File: config.mk
export PLATFORM = sky130hd
export DESIGN_NAME = status_io
export DESIGN_NICKNAME = d
export VERILOG_FILES = /design/src/inc/status_io_pkg.sv /design/src/rtl/status_io.sv
export SDC_FILE = /design/constraint.sdc
export NUM_CORES = 1
export LEC_CHECK = 0
export BUFFER_PORTS_ARGS = -buffer_cell sky130_fd_sc_hd__clkbuf_2
export CORE_UTILIZATION = 44
export CTS_CLUSTER_SIZE = 10
export DETAILED_ROUTE_END_ITERATION = 6
export PLACE_DENSITY = 0.74
export SYNTH_ARGS = -nofsm -noshare
export SYNTH_HDL_FRONTEND = slang
export SYNTH_SLANG_ARGS = --single-unit
export TNS_END_PERCENT = 50
File: constraint.sdc
create_clock -name clk -period 13.62 [get_ports clk]
set_clock_uncertainty 0.1 [all_clocks]
set_input_delay 3.405 -clock clk [delete_from_list [all_inputs] [get_ports clk]]
set_output_delay 3.405 -clock clk [all_outputs]
set_load 0.1 [all_outputs]
File: src/inc/status_io_pkg.sv
/*
  Package for the status indicator and general purpose pin block:
  register map, field positions, reset values and timing constants.
  Assumes a 50 MHz system clock and a 32-bit Avalon-MM register bus.
*/
package status_io_pkg;

  localparam int unsigned CLK_HZ = 50_000_000;

  // Register byte offsets
  localparam logic [5:0] OFS_CTRL = 6'h00;
  localparam logic [5:0] OFS_LINK = 6'h04;
  localparam logic [5:0] OFS_PIN_OE = 6'h08;
  localparam logic [5:0] OFS_PIN_OUT = 6'h0c;
  localparam logic [5:0] OFS_PIN_IN = 6'h10;
  localparam logic [5:0] OFS_STATUS = 6'h14;
  localparam logic [5:0] OFS_IRQ_EN = 6'h18;
  localparam logic [5:0] OFS_IRQ_CLR = 6'h1c;
  localparam logic [5:0] OFS_INPUTS = 6'h20;

  // Control register fields
  localparam int CTRL_LPM_EN = 0;
  localparam int CTRL_USB2 = 1;
  localparam int CTRL_SUSPEND = 2;
  localparam int CTRL_SS_CONN = 3;
  localparam int CTRL_DISK_BUSY = 4;
  localparam int CTRL_FW_RUN = 5;
  localparam int CTRL_W = 6;

  // Link register: power state code in the low two bits
  localparam int LINK_W = 2;
  localparam logic [1:0] PS_U3 = 2'h0;
  localparam logic [1:0] PS_U2 = 2'h1;
  localparam logic [1:0] PS_U1 = 2'h2;
  localparam logic [1:0] PS_U0 = 2'h3;

  // Spare pins: bits 0..1 power state pins, 2..3 pull-down spares,
  // bit 4 pull-up spare
  localparam int SPARE_W = 5;
  localparam int PS_PIN_LO = 0;
  localparam int PU_PIN = 4;
  localparam logic [4:0] PULLUP_MASK = 5'h10;

  // Status / event bits
  localparam int EV_WAKE = 0;
  localparam int EV_FAULT = 1;
  localparam int EV_SRC_CHG = 2;
  localparam int EV_W = 3;

  // Input register fields
  localparam int IN_WAKE = 0;
  localparam int IN_SELF_PWR = 1;
  localparam int IN_FAULT = 2;

  // Timing
  localparam int unsigned HEARTBEAT_MS = 250;
  localparam int unsigned ACT_BLINK_MS = 50;
  localparam logic [31:0] HEARTBEAT_CYC = 32'(CLK_HZ / 1000 * HEARTBEAT_MS);
  localparam logic [31:0] ACT_BLINK_CYC = 32'(CLK_HZ / 1000 * ACT_BLINK_MS);

  localparam logic [31:0] ZERO_WORD = 32'h0000_0000;

  typedef struct packed {
    logic [SPARE_W-1:0] oe;
    logic [SPARE_W-1:0] out;
    logic [SPARE_W-1:0] pull_up;
    logic [SPARE_W-1:0] pull_down;
  } pin_drive_type;

endpackage : status_io_pkg

File: src/rtl/status_io.sv
/*
  Status indicator and general purpose pin block: indicator outputs,
  filtered board inputs with sticky events, spare pins under software
  control, all over an Avalon-MM slave.
  Assumes board inputs are asynchronous and that the pad cells take
  the pull enables given here.
*/
// Decided for this implementation: the address map and the Avalon-MM interface to the registers.
// Function
// - Drive power state code when low-power enabled
// - Otherwise power pins are pulled-down software pins
// - Suspend indicator high while USB2 bus suspended
// - Pulled-down wake input, press requests remote wakeup
// - SuperSpeed indicator high while SuperSpeed connected
// - Pulled-up fault input, low means fault
// - Activity output blinks during disk transfers
// - Heartbeat toggles periodically while firmware runs
// - Pull-down spares reset to inputs, HID-driven outputs
// - Pull-up spare resets to input, HID-driven output
`timescale 1ns/1ps
module status_io #(
  parameter logic [31:0] HEARTBEAT_COUNT = status_io_pkg::HEARTBEAT_CYC,
  parameter logic [31:0] ACT_BLINK_COUNT = status_io_pkg::ACT_BLINK_CYC
) (
  // Clock and reset
  input wire logic clk,
  input wire logic sys_rst,
  // Avalon-MM slave
  input wire logic [5:0] address,
  input wire logic read,
  input wire logic write,
  input wire logic [31:0] writedata,
  input wire logic [3:0] byteenable,
  output logic [31:0] readdata,
  output logic waitrequest,
  // Board inputs
  input wire logic wake_button,
  input wire logic self_powered,
  input wire logic power_fault_n,
  // Indicators
  output logic suspend_led,
  output logic ss_conn_led,
  output logic disk_act_led,
  output logic heartbeat_led,
  output logic remote_wake_req,
  // Spare pins
  input wire logic [4:0] spare_in,
  output status_io_pkg::pin_drive_type spare_drive,
  // Interrupt
  output logic irq
);

  // Decode of a register offset into a one-hot hit
  function automatic logic hit(input logic [5:0] a, input logic [5:0] ofs);
    hit = (a == ofs);
  endfunction : hit

  localparam int NSYNC = 3;

  logic [status_io_pkg::CTRL_W-1:0] ctrl_q;
  logic [status_io_pkg::LINK_W-1:0] link_q;
  logic [status_io_pkg::SPARE_W-1:0] pin_oe_q;
  logic [status_io_pkg::SPARE_W-1:0] pin_out_q;
  logic [status_io_pkg::EV_W-1:0] status_q;
  logic [status_io_pkg::EV_W-1:0] status_d;
  logic [status_io_pkg::EV_W-1:0] irq_en_q;
  logic [status_io_pkg::EV_W-1:0] events;
  logic [31:0] readdata_q;
  logic ack_q;
  logic [31:0] hb_cnt_q;
  logic [31:0] act_cnt_q;
  logic hb_q;
  logic act_q;
  logic wake_prev_q;
  logic fault_prev_q;
  logic src_prev_q;
  logic [NSYNC+1:0] prime_q;
  logic wake_req_q;

  // Three-stage synchronisers; a change counts when stages 2 and 3 agree
  logic [NSYNC-1:0] wake_s_q;
  logic [NSYNC-1:0] src_s_q;
  logic [NSYNC-1:0] flt_s_q;
  logic [NSYNC-1:0] spare_s_q [status_io_pkg::SPARE_W];
  logic wake_q;
  logic src_q;
  logic fault_q;
  logic [status_io_pkg::SPARE_W-1:0] spare_q;

  always_ff @(posedge clk or posedge sys_rst) begin
    if (sys_rst) begin
      wake_s_q <= '0;
      src_s_q <= '0;
      flt_s_q <= '1;
      wake_q <= 1'b0;
      src_q <= 1'b0;
      fault_q <= 1'b0;
    end else begin
      wake_s_q <= {wake_s_q[1:0], wake_button};
      src_s_q <= {src_s_q[1:0], self_powered};
      flt_s_q <= {flt_s_q[1:0], power_fault_n};
      if (wake_s_q[1] == wake_s_q[2]) wake_q <= wake_s_q[2];
      if (src_s_q[1] == src_s_q[2]) src_q <= src_s_q[2];
      if (flt_s_q[1] == flt_s_q[2]) fault_q <= ~flt_s_q[2];
    end
  end

  genvar gi;
  generate
    for (gi = 0; gi < status_io_pkg::SPARE_W; gi++) begin : g_spare
      always_ff @(posedge clk or posedge sys_rst) begin
        if (sys_rst) begin
          spare_s_q[gi] <= '0;
          spare_q[gi] <= 1'b0;
        end else begin
          spare_s_q[gi] <= {spare_s_q[gi][1:0], spare_in[gi]};
          if (spare_s_q[gi][1] == spare_s_q[gi][2]) begin
            spare_q[gi] <= spare_s_q[gi][2];
          end
        end
      end
    end
  endgenerate

  // Bus decode
  wire wr_ctrl = write && hit(address, status_io_pkg::OFS_CTRL);
  wire wr_link = write && hit(address, status_io_pkg::OFS_LINK);
  wire wr_oe = write && hit(address, status_io_pkg::OFS_PIN_OE);
  wire wr_out = write && hit(address, status_io_pkg::OFS_PIN_OUT);
  wire wr_en = write && hit(address, status_io_pkg::OFS_IRQ_EN);
  wire wr_clr = write && hit(address, status_io_pkg::OFS_IRQ_CLR);
  wire lane0 = byteenable[0];
  wire lpm_en = ctrl_q[status_io_pkg::CTRL_LPM_EN];

  // Every access answers one cycle after it is first seen
  assign waitrequest = (read || write) && !ack_q;
  wire take = (read || write) && !ack_q;
  // Writes land on the edge that samples waitrequest low, since only
  // then does the master count the access as done
  wire done = (read || write) && ack_q;

  always_ff @(posedge clk or posedge sys_rst) begin
    if (sys_rst) begin
      ack_q <= 1'b0;
    end else begin
      ack_q <= take;
    end
  end

  // spares stay inputs until software drives them
  always_ff @(posedge clk or posedge sys_rst) begin
    if (sys_rst) begin
      ctrl_q <= '0;
      link_q <= status_io_pkg::PS_U3;
      pin_oe_q <= '0;
      pin_out_q <= '0;
      irq_en_q <= '0;
    end else if (done && lane0) begin
      if (wr_ctrl) ctrl_q <= writedata[status_io_pkg::CTRL_W-1:0];
      if (wr_link) link_q <= writedata[status_io_pkg::LINK_W-1:0];
      if (wr_oe) pin_oe_q <= writedata[status_io_pkg::SPARE_W-1:0];
      if (wr_out) pin_out_q <= writedata[status_io_pkg::SPARE_W-1:0];
      if (wr_en) irq_en_q <= writedata[status_io_pkg::EV_W-1:0];
    end
  end

  // Read mux
  wire [31:0] in_word = {29'h0, fault_q, src_q, wake_q};
  logic [31:0] rd_mux;
  always_comb begin
    rd_mux = status_io_pkg::ZERO_WORD;
    case (address)
      status_io_pkg::OFS_CTRL: rd_mux = 32'(ctrl_q);
      status_io_pkg::OFS_LINK: rd_mux = 32'(link_q);
      status_io_pkg::OFS_PIN_OE: rd_mux = 32'(pin_oe_q);
      status_io_pkg::OFS_PIN_OUT: rd_mux = 32'(pin_out_q);
      status_io_pkg::OFS_PIN_IN: rd_mux = 32'(spare_q);
      status_io_pkg::OFS_STATUS: rd_mux = 32'(status_q);
      status_io_pkg::OFS_IRQ_EN: rd_mux = 32'(irq_en_q);
      status_io_pkg::OFS_INPUTS: rd_mux = in_word;
      default: rd_mux = status_io_pkg::ZERO_WORD;
    endcase
  end

  always_ff @(posedge clk or posedge sys_rst) begin
    if (sys_rst) begin
      readdata_q <= '0;
    end else if (take && read) begin
      readdata_q <= rd_mux;
    end
  end
  assign readdata = readdata_q;

  // Edge detection on filtered inputs; source changes are held off until
  // the synchroniser has caught up with a strap already high at reset
  always_ff @(posedge clk or posedge sys_rst) begin
    if (sys_rst) begin
      wake_prev_q <= 1'b0;
      fault_prev_q <= 1'b0;
      src_prev_q <= 1'b0;
      prime_q <= '0;
    end else begin
      wake_prev_q <= wake_q;
      fault_prev_q <= fault_q;
      src_prev_q <= src_q;
      prime_q <= {prime_q[NSYNC:0], 1'b1};
    end
  end

  // rising press is a wake request
  wire wake_rise = wake_q && !wake_prev_q;
  wire fault_rise = fault_q && !fault_prev_q;
  wire src_chg = prime_q[NSYNC+1] && (src_q != src_prev_q);
  assign events = {src_chg, fault_rise, wake_rise};

  // Set wins over a clear in the same cycle
  wire [status_io_pkg::EV_W-1:0] clr_bits =
    (done && wr_clr && lane0) ? writedata[status_io_pkg::EV_W-1:0] : '0;
  assign status_d = (status_q & ~clr_bits) | events;

  always_ff @(posedge clk or posedge sys_rst) begin
    if (sys_rst) begin
      status_q <= '0;
      wake_req_q <= 1'b0;
    end else begin
      status_q <= status_d;
      wake_req_q <= wake_rise;
    end
  end
  assign irq = |(status_q & irq_en_q);
  assign remote_wake_req = wake_req_q;

  always_ff @(posedge clk or posedge sys_rst) begin
    if (sys_rst) begin
      hb_cnt_q <= '0;
      hb_q <= 1'b0;
    end else if (!ctrl_q[status_io_pkg::CTRL_FW_RUN]) begin
      hb_cnt_q <= '0;
    end else if (hb_cnt_q >= HEARTBEAT_COUNT - 32'h1) begin
      hb_cnt_q <= '0;
      hb_q <= ~hb_q;
    end else begin
      hb_cnt_q <= hb_cnt_q + 32'h1;
    end
  end

  // activity blinks while transfers are busy, off when idle
  always_ff @(posedge clk or posedge sys_rst) begin
    if (sys_rst) begin
      act_cnt_q <= '0;
      act_q <= 1'b0;
    end else if (!ctrl_q[status_io_pkg::CTRL_DISK_BUSY]) begin
      act_cnt_q <= '0;
      act_q <= 1'b0;
    end else if (act_cnt_q >= ACT_BLINK_COUNT - 32'h1) begin
      act_cnt_q <= '0;
      act_q <= ~act_q;
    end else begin
      act_cnt_q <= act_cnt_q + 32'h1;
    end
  end

  // suspend shown only in USB 2.0 connection
  wire susp_d = ctrl_q[status_io_pkg::CTRL_USB2] &&
    ctrl_q[status_io_pkg::CTRL_SUSPEND];
  wire ss_d = ctrl_q[status_io_pkg::CTRL_SS_CONN];

  always_ff @(posedge clk or posedge sys_rst) begin
    if (sys_rst) begin
      suspend_led <= 1'b0;
      ss_conn_led <= 1'b0;
      disk_act_led <= 1'b0;
      heartbeat_led <= 1'b0;
    end else begin
      suspend_led <= susp_d;
      ss_conn_led <= ss_d;
      disk_act_led <= act_q;
      heartbeat_led <= hb_q;
    end
  end

  // power state pins driven by link code; else software pins
  logic [status_io_pkg::SPARE_W-1:0] oe_d;
  logic [status_io_pkg::SPARE_W-1:0] out_d;
  always_comb begin
    oe_d = pin_oe_q;
    out_d = pin_out_q;
    if (lpm_en) begin
      oe_d[status_io_pkg::PS_PIN_LO +: 2] = 2'h3;
      out_d[status_io_pkg::PS_PIN_LO +: 2] = link_q;
    end
  end

  logic [status_io_pkg::SPARE_W-1:0] drv_oe_q;
  logic [status_io_pkg::SPARE_W-1:0] drv_out_q;
  always_ff @(posedge clk or posedge sys_rst) begin
    if (sys_rst) begin
      drv_oe_q <= '0;
      drv_out_q <= '0;
    end else begin
      drv_oe_q <= oe_d;
      drv_out_q <= out_d;
    end
  end
  // pulls fixed per pin group, on whenever not driven
  assign spare_drive = '{oe: drv_oe_q, out: drv_out_q,
    pull_up: status_io_pkg::PULLUP_MASK & ~drv_oe_q,
    pull_down: ~status_io_pkg::PULLUP_MASK & ~drv_oe_q};
endmodule : status_io

==> results.cfg, run 1 <==
[outcome]
status = completed

[clocking]
clk-insertion-delay-late_ps = 430
numCtsBuffers = 17
clock_path_buffers = 2
post_cts_buffers = 0
hold_buffers = 0
cts_tree = yes
htree_levels = 4
clk_pin_slew_ps = 60
cts_resized = 0
cts.sinks = 152
cts_root_buf = clkbuf_16

[floorplan]
ios = 113
initial_core_util = 0.458
core_mm2 = 0.0135
dieArea_mm2 = 0.0145
fp.dieW_um = 120
row_count = 42
die_h_um = 120

[grt]
grt-ovfl-total = 0
grt_pass1_wl_um = 18900
grt_pass1_vias = 3921
antenna_found_initial = 0
grt_max_degree = 86
track_usage = 0.170

[layout]
num_antenna_cells = 0
layout-drive-gt1-share = 0.200
final_nets = 645
syn_to_final_growth_pct = 16.2

[setup_path]
slowest_delay_ps = 480
cp.arrival_ps = 4150
critical_path_class = in2out
slowest_stage = clkbuf_2
critPathCaptureType = primary output
path_max_fanout = 2
cp.required_ps = 10110
start_kind = primary input
crit_path_cell_trace = clkbuf_2, nor2_1, nor2_1, clkbuf_2

[power]
power.density_mw_per_mm2 = 150
vdd_ir_drop_max_mv = 0.101
leakagePower_nw = 3.30
power.total_mw = 1.07

[placed_design]
port_buffers = 52
dp_hpwl_um = 7840
globalplace.congestion = 0.814

[sta]
hold_viol = 0
min_period_over_period = 0.562
finalSetupViolCount = 0
setup_tns_ps = 0
slew_viol_final = 0
period_needed_ps = 7650
holdWs_ps = 247
relSlewSlack = 0.280
tightest_slew_ps = 1070
fmax_mhz = 131
rsz0062_at_grt = no

[yosys]
synth.distinct_cells = 55
syn_area_mm2 = 0.00617
avgSynthCellArea_um2 = 12.1
synth-edff-count = 0
yosys_warnings = 0
ys_seq_area_frac = 0.617
ys_async_sr_fraction = 1.00
synth.ff_latch_count = 152
synth_flop_cell = dfrtp_1
synthCells = 509

[flow_run]
drv_cap = 0

[route]
vias_per_cell = 5.13
wl_um = 11300
first_pass_iters = 6
drtIter0Drc = 320
routedWlPerCell_um = 14.5
drc = 0
dr_total_vias = 3984
ant_nets = 0

[min_path]
hold_class = reg2reg
[cell families (layout without fill, tap and decap cells)]
logic type	after synthesis	count (layout)	share of synthesized area
AND/OR/NAND/NOR	181	181	0.151
flip-flops	152	152	0.617
buffers and inverters	53	97	0.0536
AO/OA/AOI/OAI	42	42	0.0517
XOR/XNOR	41	41	0.0582
multiplexers	29	29	0.0517
adder cells (fa/ha/maj)	9	9	0.0154
other	2	50	0.00122
[final cells by class]
type | instances | area, um2
Clock inverter | 8 | 119
Inverter | 13 | 53.8
Timing Repair Buffer | 53 | 268
Clock buffer | 23 | 488
Sequential cell | 152 | 3810
Tap cell | 176 | 220
Fill cell | 1140 | 6290
Multi-Input combinational cell | 352 | 2210
[worst paths after layout]
check,end,slack (ps),from,cells past startpoint
setup / recovery,waitrequest,5970,read,4
hold / removal,spare_s_q[4],250,spare_s_q[3],0
setup reg to reg,hb_cnt_q[20],11150,hb_cnt_q[0],6
hold reg to reg,spare_s_q[4],250,spare_s_q[3],0
max in group asynchronous,drv_oe_q[4],9020,sys_rst,3
min in group asynchronous,act_cnt_q[16],2960,sys_rst,2
[power breakdown]
part	switching (mW)	internal, mW
clock	0.170	0.305
sequential	0.0102	0.472
combinational	0.101	0.0155
total	0.281	0.792
[sequential cells by signal, summed over array words and instances, names as in the netlist, 2 cells and up]
signal	cells
act_cnt_q	32
hb_cnt_q	32
spare_s_q	15
ctrl_q	6
readdata	6
drv_oe_q	5
drv_out_q	5
pin_oe_q	5
pin_out_q	5
prime_q	5
spare_q	5
flt_s_q	3
irq_en_q	3
src_s_q	3
status_q	3
wake_s_q	3
link_q	2
[layer usage]
metal	track usage	routed length [um]	up-vias
li1	-	-	1853
met1	0.218	5000	1990
met2	0.268	5510	116
met3	0.0509	531	25
met4	0.0741	225	0
met5	0	0	-
[synthesized netlist by cell type, drive strengths merged, types with 2 or more instances]
master	count	area (um2)
dfrtp	149	3730
nor2	54	203
nand2	35	134
buf	34	259
xor2	28	245
mux2	23	259
nand3	18	90.1
nand4	15	93.8
inv	13	48.8
nor3	13	76.3
xnor2	13	114
nor4	9	56.3
a21oi	7	35.0
and3	7	43.8
maj3	7	70.1
a22oi	6	45.0
clkbuf	6	22.5
mux2i	6	60.1
a221oi	5	50.0
o21ai	5	25.0
a22o	4	35.0
and4	4	35.0
nand2b	4	25.0
and2	3	18.8
dfstp	3	78.8
nor2b	3	18.8
or2	3	18.8
or4b	3	30.0
a211o	2	17.5
a21o	2	15.0
a31o	2	17.5
a31oi	2	12.5
conb	2	7.51
ha	2	25.0
or3b	2	17.5
or4	2	15.0
[metrics by stage]
stage               setup slack [ps]  cells  area, um2  utilization
CTS                             5960    777       7170        0.533
global route                    5910    777       7170        0.533
detailed placement              5960    746       6560        0.488
floorplan                       5400    557       6350            -
global placement                6000    746       6560        0.488
finish                          5970    777       7170        0.533
[worst max-delay path, delay by kind of cell]
| family | cells | cell delay [ps] |
|---|---|---|
| buf+inv | 2 | 570 |
| simple gates | 2 | 170 |
[cell usage in the layout (no fill, tap or decap), drive strengths merged, types with 5 or more instances in the layout]
cell / count
clkinv: 5
a22oi: 6
and3: 7
nand2: 35
conb: 50
xnor2: 13
clkbuf: 75
nor4: 9
nand4: 15
a221oi: 5
maj3: 7
inv: 13
xor2: 28
nor2: 54
o21ai: 5
nand3: 18
nor3: 13
a21oi: 7
mux2i: 6
mux2: 23
dfrtp: 149
(Power assumes the default switching activity.)
==> run 2: changes to the inputs <==
--- a/config.mk
+++ b/config.mk
@@ -9,7 +9,7 @@
 export CORE_UTILIZATION = 44
 export CTS_CLUSTER_SIZE = 10
 export DETAILED_ROUTE_END_ITERATION = 6
-export PLACE_DENSITY = 0.74
+export PLACE_DENSITY = 0.77
 export SYNTH_ARGS = -nofsm -noshare
 export SYNTH_HDL_FRONTEND = slang
 export SYNTH_SLANG_ARGS = --single-unit
==> constraint.sdc (replaced) <==
create_clock -name clk -period 6.2 [get_ports clk]
set_clock_uncertainty 0.1 [all_clocks]
set_input_delay 1.55 -clock clk [delete_from_list [all_inputs] [get_ports clk]]
set_output_delay 1.55 -clock clk [all_outputs]
set_load 0.1 [all_outputs]
==> results.cfg, run 2 (synthesized netlist as in run 1, its figures left out) <==
[outcome]
status = completed

[route]
wl_met1_um = 5260
wl_met3_um = 484
vias_per_cell = 5.09
first_pass_iters = 4
top_layer_used = met4
wl_um = 11900
drc = 0
routedWlPerCell_um = 15.3
drtIter0Drc = 278
dr_total_vias = 3957
wl_met2_um = 6040
ant_nets = 0

[sta]
hold_viol = 0
fmax_mhz = 253
relSlewSlack = 0.255
slew_viol_final = 0
rsz0062_at_grt = no
finalSetupViolCount = 0
min_period_over_period = 0.636
setup_tns_ps = 0
tightest_slew_ps = 1110
period_needed_ps = 3950

[setup_path]
r2r_start = hb_cnt_q[0]
r2r_slack_ps = 3710
start_kind = primary input
cp.arrival_ps = 2300
slowest_stage = clkbuf_2
startpoint = read
path_max_fanout = 2
crit_path_cell_trace = clkbuf_2, nor2_1, nor2_1, clkbuf_2
slowest_delay_ps = 480
critPathCaptureType = primary output
cp.required_ps = 4550
critical_path_class = in2out

[power]
power.density_mw_per_mm2 = 328
vdd_ir_drop_max_mv = 0.219
power.total_mw = 2.35
leakagePower_nw = 3.29

[grt]
grt_max_degree = 106
grt_pass1_wl_um = 19900
antenna_found_initial = 0
grt_pass1_vias = 4060
grt-ovfl-total = 0
track_usage = 0.181

[layout]
nFillCells = 1158
syn_to_final_growth_pct = 16.0
final_nets = 645
final_cell_mix = 149 x dfrtp_1, 54 x nor2_1, 52 x clkbuf_2
num_antenna_cells = 0
layout-drive-gt1-share = 0.201
reg_top3 = act_cnt_q x32, hb_cnt_q x32, spare_s_q x15
final_common_cell = dfrtp_1

[clocking]
cts_resized = 0
clk-insertion-delay-late_ps = 420
cts_root_buf = clkbuf_16
htree_levels = 4
clock_path_buffers = 2
hold_buffers = 0
cts.sinks = 152
cts_tree = yes
clk_pin_slew_ps = 60
numCtsBuffers = 17
post_cts_buffers = 0

[min_path]
hold_class = reg2reg
hp-start = spare_s_q[6]

[placed_design]
globalplace.congestion = 0.838
port_buffers = 52
dp_hpwl_um = 8020

[floorplan]
initial_core_util = 0.458
dieArea_mm2 = 0.0145
die_h_um = 120
row_count = 42
fp.dieW_um = 120
core_mm2 = 0.0135
ios = 113

[flow_run]
drv_cap = 0
[run 2: layout make-up]
type | count | area [um2] | area share
clock inverter | 12 | 151 | 0.0212
tap | 176 | 220 | 0.0308
sequential | 152 | 3810 | 0.532
multi-input combinational | 352 | 2210 | 0.309
clock buffer | 20 | 447 | 0.0624
timing repair buffer | 53 | 268 | 0.0374
inverter | 13 | 53.8 | 0.00752
[run 2: stage by stage]
stage | cell area, um2 | setup WS, ps | hold WS (ps) | std cells | utilization
after CTS | 7160 | 2240 | 249 | 778 | 0.532
after global placement | 6560 | 2280 | 232 | 746 | 0.488
after detailed placement | 6560 | 2240 | 236 | 746 | 0.488
final | 7160 | 2250 | 247 | 778 | 0.532
after global routing | 7160 | 2210 | 261 | 778 | 0.532
after floorplan | 6350 | 462 | 231 | 557 | -
[run 2: worst paths after layout]
kind                                 to  cells past startpoint
min                        spare_s_q[7]                      0
max                         waitrequest                      4
min reg2reg                spare_s_q[7]                      0
max in group asynchronous  pin_out_q[2]                      3
min in group asynchronous  spare_s_q[6]                      2
max reg2reg                 hb_cnt_q[7]                      6
[run 2: metal layers]
metal  track usage  vias to the layer above
met5             0                        -
li1              -                     1850
met1         0.218                     2000
met3        0.0542                       11
met4        0.0687                        0
met2         0.304                       96
[run 2: worst max-delay path: cells and delay by family]
kind	cells	cell delay (ps)
buffers and inverters	2	570
and+or+nand+nor	2	170
[run 2: power by group]
part	switching (mW)	internal [mW]
Clock	0.392	0.641
Combinational	0.223	0.0340
Sequential	0.0234	1.04
Total	0.639	1.71
==> run 3: changes to the inputs <==
==> constraint.sdc (replaced) <==
create_clock -name clk -period 3.5 [get_ports clk]
set_clock_uncertainty 0.1 [all_clocks]
set_input_delay 0.875 -clock clk [delete_from_list [all_inputs] [get_ports clk]]
set_output_delay 0.875 -clock clk [all_outputs]
set_load 0.1 [all_outputs]
==> results.cfg, run 3 (synthesized netlist as in run 1, its figures left out) <==
[sta]
hold_viol = 0
period_needed_ps = 2720
setup_tns_ps = 0
finalSetupViolCount = 0
slew_viol_final = 0
min_period_over_period = 0.778
fmax_mhz = 367
tightest_slew_ps = 1030
rsz0062_at_grt = no
relSlewSlack = 0.309

[floorplan]
fp.dieW_um = 120
dieArea_mm2 = 0.0145
initial_core_util = 0.458
core_mm2 = 0.0135
row_count = 42
ios = 113
die_h_um = 120

[setup_path]
cp_num_buf_inv = 2
cp.arrival_ps = 1750
path_depth = 3
crit_path_cell_trace = a222oi_1, inv_1, clkbuf_2
slowest_stage = dfrtp_1
critical_path_class = reg2out
critPathTopFamily = buffers and inverters
rr_worst_depth = 6
slowest_delay_ps = 410
start_kind = flop
path_max_fanout = 3
cp.required_ps = 2520
critPathCaptureType = primary output

[layout]
ff_latch_area_mm2 = 0.00381
post-route-util = 0.533
nFillCells = 1132
final_common_cell = dfrtp_1
syn_to_final_growth_pct = 16.4
num_antenna_cells = 0
final_cell_mix = 149 x dfrtp_1, 54 x nor2_1, 52 x clkbuf_2
layout-drive-gt1-share = 0.201
final_nets = 647
multiInputGateArea_mm2 = 0.00221
reg_top3 = act_cnt_q x32, hb_cnt_q x32, spare_s_q x15

[power]
power.density_mw_per_mm2 = 579
vdd_ir_drop_max_mv = 0.305
switching_power_mw = 1.11
seq_power_share = 0.451
p_clk_frac = 0.439
switching_share = 0.267
intPower_mw = 3.05
leakagePower_nw = 3.30
pwr-share-comb = 0.110

[placed_design]
port_buffers = 52
dp_hpwl_um = 7760
globalplace.congestion = 0.796

[grt]
track_usage = 0.176
antenna_found_initial = 0
grt_pass1_vias = 4088
grt_pass1_wl_um = 19600
grt_max_degree = 99
grt-ovfl-total = 0

[clocking]
cts_tree = yes
htree_levels = 4
cts.sinks = 152
numCtsBuffers = 17
hold_buffers = 0
clk_pin_slew_ps = 60
clk-insertion-delay-late_ps = 420
clock_path_buffers = 2
cts_root_buf = clkbuf_16
post_cts_buffers = 0
cts_resized = 0

[route]
ant_nets = 0
dr_total_vias = 3986
drc = 0
routedWlPerCell_um = 14.7
wl_um = 11400
drtIter0Drc = 357
vias_per_cell = 5.12
first_pass_iters = 4

[outcome]
status = completed

[min_path]
hold_class = reg2reg
whs_path_depth = 0

[flow_run]
drv_cap = 0
[run 3: worst paths after layout]
check                             startpoint            to  slack [ps]
min in group asynchronous            sys_rst    spare_q[0]         320
worst min-delay path            spare_s_q[6]  spare_s_q[7]         250
max in group asynchronous            sys_rst    flt_s_q[2]        2160
worst max-delay path             status_q[1]           irq         780
worst min register to register  spare_s_q[6]  spare_s_q[7]         250
worst max register to register   hb_cnt_q[0]   hb_cnt_q[9]        1050
[run 3: cell type report]
cell class	count	share of cell area
Tap cell	176	0.0307
Multi-Input combinational cell	352	0.308
Clock inverter	9	0.0176
Clock buffer	22	0.0647
Inverter	13	0.00732
Sequential cell	152	0.531
Timing Repair Buffer	55	0.0412
[run 3: stage by stage]
step	total power, mW	hold WS [ps]	setup slack, ps	instance area [um2]	cells
2_1_floorplan	2.31	231	338	6350	557
3_3_place_gp	2.36	235	629	6590	748
3_5_place_dp	2.37	236	506	6590	748
4_1_cts	4.19	248	771	7180	779
5_1_grt	4.31	256	696	7180	779
6_report	4.16	247	776	7180	779
[run 3: metal layers]
| metal | vias to the layer above | share of wire | track usage |
|---|---|---|---|
| li1 | 1849 | - | - |
| met1 | 1996 | 0.43 | 0.217 |
| met2 | 125 | 0.50 | 0.286 |
| met3 | 16 | 0.051 | 0.0618 |
| met4 | 0 | 0.015 | 0.0664 |
| met5 | - | 0 | 0 |
[run 3: power groups by stage]
stage                     logic, mW  registers [mW]  clock network, mW
final                         0.459            1.88               1.82
after global routing          0.483            1.88               1.94
after CTS                     0.461            1.88               1.86
after detailed placement      0.460            1.91                  0
after global placement        0.456            1.90                  0
after floorplan               0.305            2.01                  0
